<file path="config.mk">
export PLATFORM = sky130hd
export DESIGN_NAME = pmg_power_ctrl
export DESIGN_NICKNAME = d
export VERILOG_FILES = /design/src/shared/pmg_pkg.sv /design/src/pmg_power_ctrl.sv
export SDC_FILE = /design/constraint.sdc
export NUM_CORES = 1
export LEC_CHECK = 0
export BUFFER_PORTS_ARGS = -buffer_cell sky130_fd_sc_hd__buf_4
export CAP_MARGIN = 20
export CORE_MARGIN = 3
export CORE_UTILIZATION = 48
export CTS_BUF_LIST = sky130_fd_sc_hd__clkbuf_2 sky130_fd_sc_hd__clkbuf_4 sky130_fd_sc_hd__clkbuf_8
export CTS_CLUSTER_DIAMETER = 30
export CTS_CLUSTER_SIZE = 12
export DETAILED_ROUTE_END_ITERATION = 10
export GPL_TIMING_DRIVEN = 0
export HOLD_SLACK_MARGIN = 0.08
export MAX_ROUTING_LAYER = met4
export PLACE_DENSITY = 0.85
export SYNTH_ARGS = -nofsm -noshare
export SYNTH_HDL_FRONTEND = slang
export SYNTH_SLANG_ARGS = --single-unit
</file>
<file path="constraint.sdc">
create_clock -name CORE_CLK_I -period 1.65 [get_ports CORE_CLK_I]
set_clock_uncertainty 0.1 [all_clocks]
set_input_delay 0.4125 -clock CORE_CLK_I [delete_from_list [all_inputs] [get_ports CORE_CLK_I]]
set_output_delay 0.4125 -clock CORE_CLK_I [all_outputs]
set_load 0.05 [all_outputs]
</file>
<file path="src/shared/pmg_pkg.sv">
// pmg_pkg: constants and types of the power mode and
// peripheral clock gating block.
// assumes: a 32-bit APB bus and one always-on system clock.
package pmg_pkg;

  // ==========================================
  // register map
  localparam logic [31:0] PMG_MODE_ADDR = 32'hE01FC0C0;
  localparam logic [31:0] PMG_PCE_ADDR = 32'hE01FC0C4;

  // ==========================================
  // mode register fields
  localparam int PMG_HALT_CPU_CLOCK_BIT = 0;
  localparam int PMG_DEEP_SLEEP_BIT = 1;
  localparam logic [7:0] PMG_MODE_RST = 8'h00;

  // ==========================================
  // peripheral clock enable fields
  localparam int PMG_TIMER_A = 1;
  localparam int PMG_TIMER_B = 2;
  localparam int PMG_SERIAL_PORT_A = 3;
  localparam int PMG_SERIAL_PORT_B = 4;
  localparam int PMG_PULSE_WIDTH_UNIT = 5;
  localparam int PMG_TWO_WIRE_BUS = 7;
  localparam int PMG_SERIAL_PERIPH_A = 8;
  localparam int PMG_CALENDAR_CLOCK = 9;
  localparam int PMG_SERIAL_PERIPH_B = 10;
  localparam int PMG_EXT_MEMORY_CTRL = 11;
  localparam int PMG_ANALOG_CONVERTER = 12;
  localparam int PMG_CAN_CTRL_1 = 13;
  localparam int PMG_CAN_CTRL_2 = 14;
  localparam int PMG_CAN_CTRL_3 = 15;
  localparam int PMG_CAN_CTRL_4 = 16;
  // reset value equals the writable mask in both variants
  localparam logic [31:0] PMG_PCE_RST_SMALL = 32'h00007FBE;
  localparam logic [31:0] PMG_PCE_RST_LARGE = 32'h0001FFBE;

  // ==========================================
  // carriers
  typedef struct packed {
    logic psel;
    logic penable;
    logic pwrite;
    logic [31:0] paddr;
    logic [31:0] pwdata;
  } pmg_apb_req_type;

  typedef struct packed {
    logic pready;
    logic [31:0] prdata;
    logic pslverr;
  } pmg_apb_rsp_type;

  typedef struct packed {
    logic cpu;
    logic osc;
    logic always_on;
    logic acc_filter;
    logic [31:0] periph;
  } pmg_clk_en_type;

  typedef enum logic [1:0] {
    PMG_RUN,
    PMG_SLEEP,
    PMG_DEEP,
    PMG_RESTART
  } pmg_fsm_type;

  typedef struct packed {
    pmg_fsm_type fsm;
    logic halt_cpu_clock_bit;
    logic deep_sleep_bit;
    logic [31:0] pce;
    pmg_apb_rsp_type rsp;
    pmg_clk_en_type clk;
  } pmg_state_type;

endpackage

</file>
<file path="src/pmg_power_ctrl.sv">
// pmg_power_ctrl: power mode register, peripheral clock
// enable register and the clock enables they drive.
// assumes: CORE_CLK_I never stops; enables feed latch-based
// clock gate cells outside; wake inputs are synchronous.
`timescale 1ns/1ps

module pmg_power_ctrl
  import pmg_pkg::*;
#(
  parameter bit LARGE_VARIANT = 1'b1
) (
  input wire logic CORE_CLK_I, // system clock
  input wire logic RSTN_I, // async reset, active low
  input wire pmg_apb_req_type APB_REQ_I, // apb request
  output pmg_apb_rsp_type APB_RSP_O, // apb answer
  input wire logic IRQ_WAKE_I, // enabled interrupt pending
  input wire logic EXT_WAKE_I, // external interrupt wakeup
  input wire logic OSC_READY_I, // oscillator running again
  output pmg_clk_en_type CLK_EN_O // clock gate enables
);

  // ==========================================
  // constants by variant
  localparam logic [31:0] PCE_RST =
    LARGE_VARIANT ? PMG_PCE_RST_LARGE : PMG_PCE_RST_SMALL;
  localparam logic [31:0] PCE_MASK = PCE_RST;

  pmg_state_type st_r;
  pmg_state_type st_nxt;
  logic access_done;
  logic hit_mode;
  logic hit_pce;

  // clocks reach peripherals only while the oscillator runs
  function automatic logic clocks_run(input pmg_fsm_type f);
    clocks_run = (f == PMG_RUN) || (f == PMG_SLEEP);
  endfunction

  // ==========================================
  // next state
  always_comb begin
    st_nxt = st_r;
    hit_mode = APB_REQ_I.paddr == PMG_MODE_ADDR;
    hit_pce = APB_REQ_I.paddr == PMG_PCE_ADDR;
    // one wait state, so every answer is from a flop
    access_done = APB_REQ_I.psel && APB_REQ_I.penable && st_r.rsp.pready;
    st_nxt.rsp.pready = APB_REQ_I.psel && APB_REQ_I.penable && !st_r.rsp.pready;
    st_nxt.rsp.pslverr = 1'b0;
    st_nxt.rsp.prdata = 32'h00000000;
    if (st_nxt.rsp.pready) begin
      st_nxt.rsp.pslverr = !(hit_mode || hit_pce);
      if (hit_mode) begin
        st_nxt.rsp.prdata[PMG_HALT_CPU_CLOCK_BIT] = st_r.halt_cpu_clock_bit;
        st_nxt.rsp.prdata[PMG_DEEP_SLEEP_BIT] = st_r.deep_sleep_bit;
      end else if (hit_pce) begin
        st_nxt.rsp.prdata = st_r.pce;
      end
    end
    // write takes effect at the completing edge only
    if (access_done && APB_REQ_I.pwrite) begin
      if (hit_mode) begin
        // bits 7:2 are dropped; software keeps them zero
        st_nxt.halt_cpu_clock_bit = APB_REQ_I.pwdata[PMG_HALT_CPU_CLOCK_BIT];
        st_nxt.deep_sleep_bit = APB_REQ_I.pwdata[PMG_DEEP_SLEEP_BIT];
      end else if (hit_pce) begin
        st_nxt.pce = APB_REQ_I.pwdata & PCE_MASK;
      end
    end

    // mode entry waits a cycle after the bus write completes,
    // so the writing instruction has retired before the stop
    unique case (st_r.fsm)
      PMG_RUN: begin
        if (st_r.deep_sleep_bit) begin
          st_nxt.fsm = PMG_DEEP;
        end else if (st_r.halt_cpu_clock_bit) begin
          st_nxt.fsm = PMG_SLEEP;
        end
      end
      PMG_SLEEP: begin
        if (IRQ_WAKE_I || EXT_WAKE_I) begin
          st_nxt.halt_cpu_clock_bit = 1'b0;
          st_nxt.fsm = PMG_RUN;
        end
      end
      PMG_DEEP: begin
        if (EXT_WAKE_I) begin
          st_nxt.fsm = PMG_RESTART;
        end
      end
      PMG_RESTART: begin
        // clocks stay off until the oscillator is stable
        if (OSC_READY_I) begin
          st_nxt.deep_sleep_bit = 1'b0;
          st_nxt.halt_cpu_clock_bit = 1'b0;
          st_nxt.fsm = PMG_RUN;
        end
      end
    endcase

    // enables change only at a core edge; the gate cell
    // latches them, so the gated clocks never glitch
    st_nxt.clk.osc = st_nxt.fsm != PMG_DEEP;
    st_nxt.clk.cpu = st_nxt.fsm == PMG_RUN;
    st_nxt.clk.always_on = clocks_run(st_nxt.fsm);
    st_nxt.clk.periph = clocks_run(st_nxt.fsm) ? st_nxt.pce : 32'h00000000;
    st_nxt.clk.acc_filter = clocks_run(st_nxt.fsm) &&
      (st_nxt.pce[PMG_CAN_CTRL_1] || st_nxt.pce[PMG_CAN_CTRL_2]);
  end

  // ==========================================
  // state register
  always_ff @(posedge CORE_CLK_I or negedge RSTN_I) begin
    if (!RSTN_I) begin
      st_r.fsm <= PMG_RUN;
      st_r.halt_cpu_clock_bit <= PMG_MODE_RST[PMG_HALT_CPU_CLOCK_BIT];
      st_r.deep_sleep_bit <= PMG_MODE_RST[PMG_DEEP_SLEEP_BIT];
      st_r.pce <= PCE_RST;
      st_r.rsp <= '0;
      st_r.clk.cpu <= 1'b1;
      st_r.clk.osc <= 1'b1;
      st_r.clk.always_on <= 1'b1;
      st_r.clk.acc_filter <= 1'b1;
      st_r.clk.periph <= PCE_RST;
    end else begin
      st_r <= st_nxt;
    end
  end

  assign APB_RSP_O = st_r.rsp;
  assign CLK_EN_O = st_r.clk;
endmodule // pmg_power_ctrl

</file>
==> results of run 1 <==
-- registers in the layout, indices dropped and copies added, names as in the netlist --
signal / cells
CLK_EN_O: 36
st_r: 36
APB_RSP_O: 34
-- timing repair --
item	4_1_cts	5_1_grt
hold endpoints to repair	15	0
buffers inserted	6	12
pin swaps	7	10
gates cloned	1	5
gates resized for setup	76	58
hold buffers	1	0
endpoints found under the setup margin	118	100
-- synth_stat cells (all sizes together) (2+ instances only) --
| library cell | n |
|---|---|
| nand4 | 3 |
| nor3 | 2 |
| nor4b | 2 |
| nor2b | 17 |
| nor2 | 2 |
| buf | 80 |
| mux2i | 21 |
| dfstp | 34 |
| clkbuf | 5 |
| nor3b | 17 |
| and2 | 31 |
| inv | 5 |
| dfrtp | 72 |
| nand2 | 38 |
| o21ai | 3 |
| or2 | 2 |
| mux2 | 15 |
| and4b | 2 |
| nor4 | 5 |
-- power by group through the flow --
stage	clock network [mW]	logic (mW)	registers, mW
5_1_grt	1.73	1.03	2.74
4_1_cts	1.63	0.941	2.73
3_3_place_gp	0	0.858	2.76
2_1_floorplan	0	0.526	2.76
3_5_place_dp	0	0.894	2.77
6_report	1.61	0.953	2.73
-- layout by cell type (no fill, tap or decap), drive strengths merged, types with 3 or more instances in the layout --
master,netlist,layout
dfrtp,72,72
buf,80,215
mux2,15,15
mux2i,21,21
o21ai,3,3
nand2,38,38
inv,5,8
nor4,5,5
nand4,3,3
nor3b,17,17
clkinv,0,3
clkbuf,5,10
nor2b,17,17
and2,31,31
dfstp,34,34
-- routing by layer --
metal	part of all wire [%]	track usage, %	wire length (um)
met1	40	20.8	3890
met2	54	32.2	5190
met3	4.1	2.57	396
met4	1.4	6.96	135
met5	0	-	0
-- worst reg2reg max path, stage by stage, from the launching register on --
cell and delay, ns:
sky130_fd_sc_hd__dfrtp_1 0.39, sky130_fd_sc_hd__nand4_1 0.26, sky130_fd_sc_hd__nor4_4 0.21, sky130_fd_sc_hd__buf_4 0.18
sky130_fd_sc_hd__buf_4 0.11, sky130_fd_sc_hd__buf_6 0.12, sky130_fd_sc_hd__mux2_2 0.33
-- per-stage QoR --
stage | power, mW | utilization, % | TNS, ns | std cells
floorplan | 3.28 | - | -14.66 | 362
global placement | 3.62 | 62.9 | -57.13 | 595
detailed placement | 3.66 | 63.2 | -63.97 | 596
CTS | 5.31 | 68.1 | -7.75 | 603
global route | 5.50 | 71.2 | -14.83 | 618
finish | 5.29 | 71.2 | -9.23 | 618
-- logic make-up (layout without fill, tap and decap cells) --
logic type      after synthesis  count (layout)  share of synthesized area (%)
simple gates                125             125                           16.5
buf+inv                      90             238                           14.1
flops                       106             106                           60.2
compound gates                5               5                          0.754
mux                          36              36                           8.47
-- cell type report --
class	instances	area [um2]	area share [%]
Buffer	66	536	8.46
Clock buffer	9	124	1.96
Clock inverter	7	75.1	1.19
Inverter	5	18.8	0.296
Multi-Input combinational cell	166	1350	21.2
Sequential cell	106	2700	42.6
Tap cell	108	135	2.13
Timing Repair Buffer	151	1400	22.2
-- how the worst max path moves through the flow --
stage / start / endpoint / slack, ns / depth (start not counted)
2_1_floorplan: APB_REQ_I[53] / st_r[71] / -0.20 / 5
3_3_place_gp: APB_REQ_I[53] / APB_RSP_O[7] / -0.77 / 6
3_5_place_dp: APB_REQ_I[42] / APB_RSP_O[5] / -0.84 / 6
4_1_cts: APB_REQ_I[58] / st_r[75] / -0.16 / 7
5_1_grt: APB_REQ_I[43] / CLK_EN_O[14] / -0.25 / 9
6_report: APB_REQ_I[58] / st_r[77] / -0.20 / 9
==> results.txt, run 1 <==
- Row Count: 34
* Fill cell total of the finished layout: a little under 600
- In this run the most critical hold path is launched from APB_REQ_I[7].
- The share of total power dissipated in combinational logic is approximately 18%.
- CP top delay family: buffers and inverters
- Final RePlAce weighted congestion: 0.813
- Final nets: between 500 and 600
- YS warnings: 0
- Per report_power, the clock group accounts for 30.4% of the total.
- The path with the worst hold slack has its endpoint at CLK_EN_O[7].
- Power Density: between 800 and 900 mW/mm2
- In this run the deepest clock path goes through 2 buffers.
- Number of antenna violations at the first check in global routing: 0
- Register-to-register path setup slack: -0.10 ns
* Critical path data required time: between 1.5 and 2 ns
- The worst pin sits at a relative slew slack of 68.3%.
- By instance count, the cell type seen most on the critical path is sky130_fd_sc_hd__buf_4.
- Final count of hold timing violations: 0
- Net count after synthesis: approximately 430
* Post-synthesis cell type count: 30
- Worst setup margin: -0.202 ns
- Worst-skew pair later-pin latency: between 0.3 and 0.4 ns
- Across the run, the number of max-cap violations was 0.
- The path class of the tightest hold or removal check is primary input to register.
* Placed wire-length estimate: 6380 um
* Critical register-to-register path startpoint: APB_RSP_O[33]
- R2R depth: 6
- Synthesis produced a netlist whose cell count is ~360.
* Starting utilization of the core area: between 50% and 60%
- Critical path's slowest cell: sky130_fd_sc_hd__mux2_2
- Overall via count from detail_route: 2992
- Measured along the y axis, the die boundary spans 103 um.
- The H-tree generated during clock tree synthesis spans 3 levels.
- From synthesis to final layout, the design area changed by 41.4%.
* Post-synthesis sequential area ratio: 60.2%
- The routed design could run at a clock period as short as about 1.9 ns.
- Period utilisation layout: 112%
- The synthesized netlist occupies a cell area of 0.00448 mm2.
* Via density per instance: around 4.8
- After global routing the overflow that remains totals 0.
- The largest total area in the synthesized netlist belongs to sky130_fd_sc_hd__dfrtp_1.
- Final hold analysis gives a worst-case slack of ~0.17 ns.
- Unrepaired setup endpoints after global routing: true
* Biggest fanout along the worst timing path: 5
- For this run, the top clock speed supported by timing is 540 MHz.
- Ys flop type: sky130_fd_sc_hd__dfrtp_1
* Result of the run: finished with violations
- Failing checks: setup timing
* Finished layout cell area: ~0.0063 mm2
- VDD sags by at most 0.000540 V.
- After detailed placement, the total cell area comes to between 0.005 and 0.006 mm2.
- Largest net degree at the start of global routing: between 70 and 80
- Count of buffers from port buffering: 125
- STA classifies the critical path endpoint as a register.
- In this run, synthesis produced a sequential element count of 106.
- Of the total power, the share spent switching nets is between 20% and 30%.
- Clock tree synthesis found a total of between 100 and 150 sinks.
- Fraction of synthesis flops using an asynchronous set or reset pin: between 90% and 100%
- Sorting the synthesized cells by area gives the leading types as sky130_fd_sc_hd__dfrtp_1, sky130_fd_sc_hd__dfstp_2, sky130_fd_sc_hd__buf_4, sky130_fd_sc_hd__mux2i_1, sky130_fd_sc_hd__and2_1.
- 142 I/O pins were placed.
- Count of final max-slew check failures: 0
- Data arrives at the worst endpoint at between 2 and 2.5 ns.
* Worst hold stages: 3
- The number of global-route vias before repair was 3085.
- Each instance of the synthesized netlist takes up on average 12.4 um2.
- # diodes: 0
- Setup violations remaining at the end of the flow were counted as 85.
- P_int: ~3.7 mW
* Total track usage: a little under a fifth
* Die outline area: around 0.011 mm2
- Kind of critical path: primary input to register
* Count of buffering cells on the critical path with inverters included: 5
- The core region is around 0.0089 mm2.
- Before antenna repair, the detailed router went through 4 iterations.
- In this run the static leakage power is 3.20 nW.
* Critical Path Start Type: primary input
- For this block, the routed nets add up to approximately 9600 um of wire.
* Worst reg2reg path endpoint: st_r[77]
* Worst slack after detailed placement: -0.840 ns
* Number of nets with antenna violations after routing: 0
* Share of the synthesized area in the top cell type: around 40%
* Sw power: between 1.5 and 2 mW
- Yosys mapped a number of flops with a built-in enable equal to 0.
* DRC errors left: 0
* Fraction of layout cells with a size suffix above 1: between 60 and 70%
- CTS buffer count: 9
- TritonCTS built the clock tree.
- Violation count after the first detailed-routing iteration: 73
- After clock tree synthesis, the clock-pin slew on the worst setup and hold paths is 0.10 ns.
- Proportion of power drawn by flip-flops and latches: between 50% and 60%
* Cell chosen for the clock root: sky130_fd_sc_hd__clkbuf_8
* Transition time at the pin with the least slew margin: between 0.4 and 0.5 ns
* List of cells traversed by the critical path: buf_6 -> nor4b_4 -> nand4_1 -> buf_4 -> nor4_4 -> buf_4 -> buf_4 -> buf_6 -> mux2_2
- DIE WIDTH: ~100 um
- In this design, the stage delay of the slowest critical-path cell is ~0.33 ns.
- First-pass GRT wire length: around 14000 um
- Post-DR wirelength/cell: approximately 16 um
(Power assumes the default switching activity.)
==> run 2, diff against run 1 <==
--- a/config.mk
+++ b/config.mk
@@ -13,10 +13,10 @@
 export CTS_CLUSTER_DIAMETER = 30
 export CTS_CLUSTER_SIZE = 12
 export DETAILED_ROUTE_END_ITERATION = 10
-export GPL_TIMING_DRIVEN = 0
 export HOLD_SLACK_MARGIN = 0.08
 export MAX_ROUTING_LAYER = met4
 export PLACE_DENSITY = 0.85
+export SLEW_MARGIN = 40
 export SYNTH_ARGS = -nofsm -noshare
 export SYNTH_HDL_FRONTEND = slang
 export SYNTH_SLANG_ARGS = --single-unit
==> results.txt, run 2 (synthesis results as in run 1) <==
* Result of the run: finished with violations (unchanged)
- Failing checks: setup timing (unchanged).
* Row Count: 34 (unchanged)
* Fraction of layout cells with a size suffix above 1: 61.3% (was 60.2%)
- Register-to-register path setup slack: 0.01 ns (was -0.10 ns)
- Worst min-delay path endpoint: CLK_EN_O[2] (was CLK_EN_O[7])
- The clock net sink count is 106 (unchanged).
- Largest net degree at the start of global routing: 41 (was 71)
- The largest buffer count on any clock path was 2 (unchanged).
- Top-Level Pins: 142 (unchanged)
- The residual DRC count came to 0 (unchanged).
* Worst setup margin: -0.145 ns (was -0.202 ns)
- The number of CTS-inserted buffers was 9 (unchanged).
- Max Clk Rate: 557 MHz (was 540 MHz)
- The leakage power came to 2.97 nW (was 3.20 nW).
- First-pass GRT wire length: 13200 um (was 14300 um)
* Power Density: 874 mW/mm2 (was 836 mW/mm2)
- Start point of the worst min-delay path: APB_REQ_I[2] (was APB_REQ_I[7])
- TritonCTS clock tree: built (unchanged)
* Post-DR wirelength/cell: 16.9 um (was 15.5 um)
- The routed via count divided by cell count was 4.92 (was 4.84).
* Placed wire-length estimate: 5880 um (was 6380 um)
- The width of the die was 103 um (unchanged).
* Finished layout cell area: 0.00606 mm2 (was 0.00633 mm2)
- The maximum fanout along the worst path came to 7 (was 5).
- The cell count of the worst hold path came to 3 (unchanged).
- Commonest cells after routing, fill and taps aside: sky130_fd_sc_hd__buf_4, sky130_fd_sc_hd__dfrtp_1, sky130_fd_sc_hd__nand2_1, sky130_fd_sc_hd__dfstp_2, sky130_fd_sc_hd__and2_4 (was sky130_fd_sc_hd__buf_4, sky130_fd_sc_hd__dfrtp_1, sky130_fd_sc_hd__nand2_1, sky130_fd_sc_hd__dfstp_2, sky130_fd_sc_hd__buf_6).
- Critical path capture point type: register (unchanged)
- The final layout net count came to 524 (was 577).
- The number of diodes came to 0 (unchanged).
- The total placed instance area was 0.00522 mm2 (was 0.00562 mm2).
* Layout Area Growth over Synthesis: 35.3% (was 41.4%)
- The total detailed-routing wirelength is 9550 um (was 9610 um).
* Worst-skew pair later-pin latency: 0.36 ns (about the same)
* Post-CTS clock slew at the launch and capture registers of the worst setup and hold paths: 0.10 ns (about the same)
- The headroom to the max-slew limit came to 58.2% (was 68.3%).
- The placer's final routability congestion estimate was 0.819 (was 0.813).
- The buffer cell driving the clock tree root was sky130_fd_sc_hd__clkbuf_8 (unchanged).
- The most common cell after layout, fill and taps aside is sky130_fd_sc_hd__buf_4 (unchanged).
- Die outline area: 0.0105 mm2 (unchanged)
- The number of global-route vias before repair is 2817 (was 3085).
- The post-route clock period utilization is 109% (was 112%).
- Critical path data required time: 1.83 ns (was 1.85 ns)
- The endpoint of the lowest-slack register-to-register path is CLK_EN_O[8] (was st_r[77]).
- Critical Path Start Type: primary input (unchanged)
- The total via count in the routed design was 2780 (was 2992).
- The die outline height was 103 um (unchanged).
- The total overflow reported by the global router came to 0 (unchanged).
- Starting utilization of the core area: 50.4% (unchanged)
- The count of nets left with antenna violations after detail routing is 0 (unchanged).
- The area of the core region came to 0.00889 mm2 (unchanged).
- The slew at the pin with the worst max-slew slack was 0.619 ns (was 0.475 ns).
- Final count of hold timing violations: 0 (unchanged)
- Count of final max-slew check failures: 0 (unchanged)
- Unrepaired setup endpoints after global routing: true (unchanged)
- R2R depth: 6 (unchanged)
* Post-layout minimum cycle time: 1.80 ns (was 1.85 ns)
* Number of antenna violations at the first check in global routing: 0 (unchanged)
- The path type of the worst setup path is primary input to register (unchanged).
- Total track usage: 16.8% (was 18.2%)
* Data arrival time of the critical path: 1.97 ns (was 2.05 ns)
- Total chip power: 5.30 mW (was 5.29 mW)
- Htree depth: 3 (unchanged)
- Peak supply drop: 0.000437 V (was 0.000540 V)
- The count of port buffers added during placement came to 125 (unchanged).
- Max-Cap Viols: 0 (unchanged)
* Count of TritonRoute iterations in the first routing pass: 5 (was 4)
- The kind of path behind the tightest hold check was primary input to register (unchanged).
- Critical register-to-register path startpoint: APB_RSP_O[33] (unchanged)
- # setup viols final: 94 (was 85)
- Violation count after the first detailed-routing iteration: 104 (was 73)
run 2: changes by cell type in the layout (fill, tap and decap cells not counted), moves of 4 or more:
cell / change
sky130_fd_sc_hd__nor3b_2: +8
sky130_fd_sc_hd__and2_4: +15
sky130_fd_sc_hd__buf_6: -5
sky130_fd_sc_hd__clkbuf_16: +5
sky130_fd_sc_hd__and2_1: -15
sky130_fd_sc_hd__nor2b_4: +4
sky130_fd_sc_hd__buf_4: -33
sky130_fd_sc_hd__nor3b_1: -10
sky130_fd_sc_hd__buf_2: -4
sky130_fd_sc_hd__buf_8: -19
run 2: metal layers:
metal / global-route usage (%) / vias up / wire [um]
met2: 28.4 / 94 / 4990
met5: - / - / 0
met3: 2.98 / 16 / 438
li1: - / 1288 / -
met4: 7.77 / 0 / 189
met1: 19.5 / 1382 / 3940
run 2: power by group:
group	internal, mW	total, mW	switching (mW)
logic	0.325	0.946	0.621
registers	2.68	2.72	0.0442
clock network	0.770	1.63	0.857
total	3.77	5.30	1.52
run 2: layout make-up:
class	count	area [um2]
clock buffers	11	145
clock inverters	5	60.1
fillers	614	2830
inverters	5	18.8
multi-input cells	166	1480
flip-flops and latches	106	2700
well taps	108	135
repair buffers	164	1520
run 2: worst max-delay path by stage:
stage	start	to	slack, ns
3_5_place_dp	APB_REQ_I[33]	APB_RSP_O[32]	-0.55
5_1_grt	APB_REQ_I[59]	CLK_EN_O[8]	-0.16
4_1_cts	APB_REQ_I[33]	APB_RSP_O[17]	-0.16
3_3_place_gp	APB_REQ_I[53]	APB_RSP_O[32]	-0.50
2_1_floorplan	APB_REQ_I[53]	st_r[71]	-0.20
6_report	APB_REQ_I[55]	CLK_EN_O[8]	-0.15
run 2: repair_timing:
item	CTS	global route
hold buffers	1	0
buffers inserted	3	2
hold endpoints to repair	18	0
cloned	4	8
gates resized for setup	31	63
pin swaps	14	20
endpoints found under the setup margin	87	100
run 2: critical path: stages:
cell and delay, ns:
sky130_fd_sc_hd__buf_6 0.09, sky130_fd_sc_hd__nor4b_4 0.26, sky130_fd_sc_hd__nand4_1 0.20, sky130_fd_sc_hd__nor4_4 0.32
sky130_fd_sc_hd__buf_6 0.19, sky130_fd_sc_hd__clkbuf_16 0.18, sky130_fd_sc_hd__buf_6 0.10, sky130_fd_sc_hd__mux2i_1 0.22
run 2: per-stage QoR:
| stage | hold slack [ns] | worst slack (ns) | cells | utilization [%] | TNS, ns |
|---|---|---|---|---|---|
| floorplan | 0.0169 | -0.204 | 362 | - | -14.66 |
| global placement | 0.213 | -0.503 | 532 | 58.7 | -42.56 |
| detailed placement | 0.221 | -0.546 | 532 | 58.7 | -47.25 |
| CTS | 0.153 | -0.161 | 556 | 63.3 | -7.34 |
| global route | 0.157 | -0.162 | 565 | 68.2 | -9.88 |
| finish | 0.164 | -0.145 | 565 | 68.2 | -5.71 |
==> run 3, diff against run 2 <==
--- a/config.mk
+++ b/config.mk
@@ -15,7 +15,8 @@
 export DETAILED_ROUTE_END_ITERATION = 10
 export HOLD_SLACK_MARGIN = 0.08
 export MAX_ROUTING_LAYER = met4
-export PLACE_DENSITY = 0.85
+export PLACE_DENSITY_LB_ADDON = 0.05
+export RECOVER_POWER = 100
 export SLEW_MARGIN = 40
 export SYNTH_ARGS = -nofsm -noshare
 export SYNTH_HDL_FRONTEND = slang
==> results.txt, run 3 (synthesis results as in run 1) <==
* # setup viols final: 66 (was 94)
- Worst setup path startpoint: APB_REQ_I[32] (was APB_REQ_I[55])
- Number of nets with antenna violations after routing: 0 (unchanged)
- Hold slack: 0.168 ns (was 0.164 ns)
- Total chip power: 5.19 mW (was 5.30 mW)
- The die footprint came to 0.0105 mm2 (unchanged).
- The most common cell after layout, fill and taps aside is sky130_fd_sc_hd__buf_4 (unchanged).
- The pin count of the biggest net entering global routing came to 66 (was 41).
- Power share of the clock group: 31.6% (was 30.7%)
* Placed wire-length estimate: 5400 um (was 5880 um)
* Count of TritonRoute iterations in the first routing pass: 4 (was 5)
- The layout overhead on the synthesized area was 26.3% (was 35.3%).
- Crit path largest cell delay: 0.31 ns (was 0.32 ns)
- Max Clk Rate: 581 MHz (was 557 MHz)
* TritonCTS clock tree: built (unchanged)
* Count of buffers from port buffering: 125 (unchanged)
* # diodes: 0 (unchanged)
- Post-DR wirelength/cell: 15.7 um (was 16.9 um)
- Htree depth: 3 (unchanged)
- The largest buffer count on any clock path came to 2 (unchanged).
- Total track usage: 17.5% (was 16.8%)
* Starting utilization of the core area: 50.4% (unchanged)
* Critical register-to-register path startpoint: APB_RSP_O[33] (unchanged)
- Biggest fanout along the worst timing path: 8 (was 7)
* Critical path data required time: 1.84 ns (was 1.83 ns)
* Transition time at the pin with the least slew margin: 0.847 ns (was 0.619 ns)
- Core Region: 0.00889 mm2 (unchanged)
- Number of global-route vias before repair: 2772 (was 2817)
* Commonest cells after routing, fill and taps aside: sky130_fd_sc_hd__buf_4, sky130_fd_sc_hd__dfrtp_1, sky130_fd_sc_hd__clkbuf_2, sky130_fd_sc_hd__nand2_1, sky130_fd_sc_hd__dfstp_2 (was sky130_fd_sc_hd__buf_4, sky130_fd_sc_hd__dfrtp_1, sky130_fd_sc_hd__nand2_1, sky130_fd_sc_hd__dfstp_2, sky130_fd_sc_hd__and2_4)
- The endpoint of the lowest-slack register-to-register path was st_r[74] (was CLK_EN_O[8]).
- The net switching component of the power was 1.48 mW (was 1.52 mW).
- First-pass GRT wire length: 13600 um (was 13200 um)
- Fraction of power spent switching nets: 28.6% (was 28.7%)
* Critical path's slowest cell: sky130_fd_sc_hd__mux2_4 (was sky130_fd_sc_hd__nor4_4)
- The power density relative to cell area is 918 mW/mm2 (was 874 mW/mm2).
- Worst-skew pair later-pin latency: 0.35 ns (was 0.36 ns)
- The cell count of the worst hold path came to 3 (unchanged).
- R2R depth: 5 (was 6)
- Cell chosen for the clock root: sky130_fd_sc_hd__clkbuf_8 (unchanged)
- The setup slack of the critical path after layout came to -0.0714 ns (was -0.145 ns).
* Result of the run: finished with violations (unchanged)
* Share of the core filled with cells in the final layout: 63.6% (was 68.2%)
* Register-to-register path setup slack: -0.03 ns (was 0.01 ns)
* Unrepaired setup endpoints after global routing: true (unchanged)
- The total overflow reported by the global router was 0 (unchanged).
* P_int: 3.71 mW (was 3.77 mW)
- List of cells traversed by the critical path: buf_6 -> nor4bb_2 -> nand4_1 -> nor4_4 -> buf_4 -> clkbuf_16 -> mux2_4 (was buf_6 -> nor4b_4 -> nand4_1 -> nor4_4 -> buf_6 -> clkbuf_16 -> buf_6 -> mux2i_1)
- Failing checks: setup timing (unchanged)
- The headroom to the max-slew limit was 43.5% (was 58.2%).
- The count of standard-cell rows was 34 (unchanged).
- The endpoint arrival time on the critical path is 1.91 ns (was 1.97 ns).
- The initial antenna violation count is 1 (was 0).
- The total via count in the routed design was 2722 (was 2780).
* DRC errors left: 0 (unchanged)
* Critical path capture point type: register (unchanged)
- Static power due to leakage: 2.81 nW (was 2.97 nW)
* Post-CTS clock slew at the launch and capture registers of the worst setup and hold paths: 0.10 ns (about the same)
- Floorplan die height: 103 um (unchanged)
* Critical Path Start Type: primary input (unchanged)
- Detailed-route wire length: 8820 um (was 9550 um)
* Part of the power in combinational logic: 15.9% (was 17.9%)
* CTS buffer count: 9 (unchanged)
* Final count of hold timing violations: 0 (unchanged)
* Worst slack after detailed placement: -0.549 ns (was -0.546 ns)
- Hold WC Path Type: primary input to register (unchanged)
- The placer's final routability congestion estimate came to 0.747 (was 0.819).
* Worst min-delay path endpoint: CLK_EN_O[10] (was CLK_EN_O[2])
- Fraction of layout cells with a size suffix above 1: 54.7% (was 61.3%)
* Proportion of power drawn by flip-flops and latches: 52.5% (was 51.4%)
* Met1 GRT Util: 22.6% (was 19.5%)
- Peak supply drop: 0.000492 V (was 0.000437 V)
* Met3 demand-to-capacity share in global routing: 3.52% (was 2.98%)
* Violation count after the first detailed-routing iteration: 52 (was 104)
* Kind of critical path: primary input to register (unchanged)
- DIE WIDTH: 103 um (unchanged)
- The number of pins exceeding their max-slew limit in the final report came to 0 (unchanged).
- The met2 track demand over resource came to 27.2% (was 28.4%).
- Max-Cap Viols: 0 (unchanged)
- Top-Level Pins: 142 (unchanged)
* Final nets: 520 (was 524)
* Post-layout minimum cycle time: 1.72 ns (was 1.80 ns)
- The post-route clock period utilization came to 104% (was 109%).
* Via density per instance: 4.85 (was 4.92)
* Layer with the highest usage: met2 (unchanged)
- Number of sinks on the clock net: 106 (unchanged)
- The launch instance of the worst min-delay path is APB_REQ_I[10] (was APB_REQ_I[2]).
==> run 3: changes by cell type in the layout (fill, tap and decap cells not counted), sizes merged <==
cell / previous run / this run
clkinv: 2 / 3
clkbuf: 17 / 73
buf: 157 / 96
==> run 3: critical path: cells and delay by family <==
kind	cells	cell delay (ns)
buffers and inverters	3	0.45
muxes	1	0.31
and+or+nand+nor	3	0.72
==> run 3: worst max-delay path by stage <==
stage,to,slack [ns]
2_1_floorplan,st_r[71],-0.20
3_3_place_gp,CLK_EN_O[19],-0.50
3_5_place_dp,CLK_EN_O[20],-0.55
4_1_cts,st_r[84],-0.10
5_1_grt,APB_RSP_O[15],-0.13
6_report,st_r[74],-0.07
==> run 3: power by group through the flow <==
stage | clock (mW) | sequential [mW] | combinational (mW)
6_report | 1.64 | 2.73 | 0.825
5_1_grt | 1.80 | 2.73 | 0.914
4_1_cts | 1.70 | 2.73 | 0.909
3_5_place_dp | 0 | 2.77 | 0.900
3_3_place_gp | 0 | 2.77 | 0.885
2_1_floorplan | 0 | 2.76 | 0.526
==> run 3: final cells by class <==
cell class / count / area, um2
clock inverter: 6 / 72.6
fill: 718 / 3240
clock buffer: 10 / 138
timing repair buffer: 160 / 1260
tap: 108 / 135
inverter: 5 / 18.8
multi-input combinational: 166 / 1340
sequential: 106 / 2700
==> run 3: metrics by stage <==
| step | std cells | instance area [um2] | TNS [ns] |
|---|---|---|---|
| 4_1_cts | 559 | 5680 | -4.63 |
| 5_1_grt | 561 | 5660 | -10.53 |
| 2_1_floorplan | 362 | 4520 | -14.66 |
| 3_3_place_gp | 532 | 5220 | -43.56 |
| 3_5_place_dp | 532 | 5220 | -46.10 |
| 6_report | 561 | 5660 | -2.15 |
==> run 3: what timing repair did <==
| item | in CTS | in global routing |
|---|---|---|
| resized for setup | 28 | 36 |
| setup endpoints to repair | 89 | 97 |
| pin swaps | 3 | 19 |
| buffers inserted | 5 | 2 |
| hold endpoints to repair | 72 | 0 |
| hold buffers | 1 | 0 |
| gates cloned | 5 | 2 |
==> run 3: layer usage <==
metal	share of wire, %	routed length (um)
met1	45	3940
met2	47	4160
met3	6.3	560
met4	1.8	159
met5	0	0
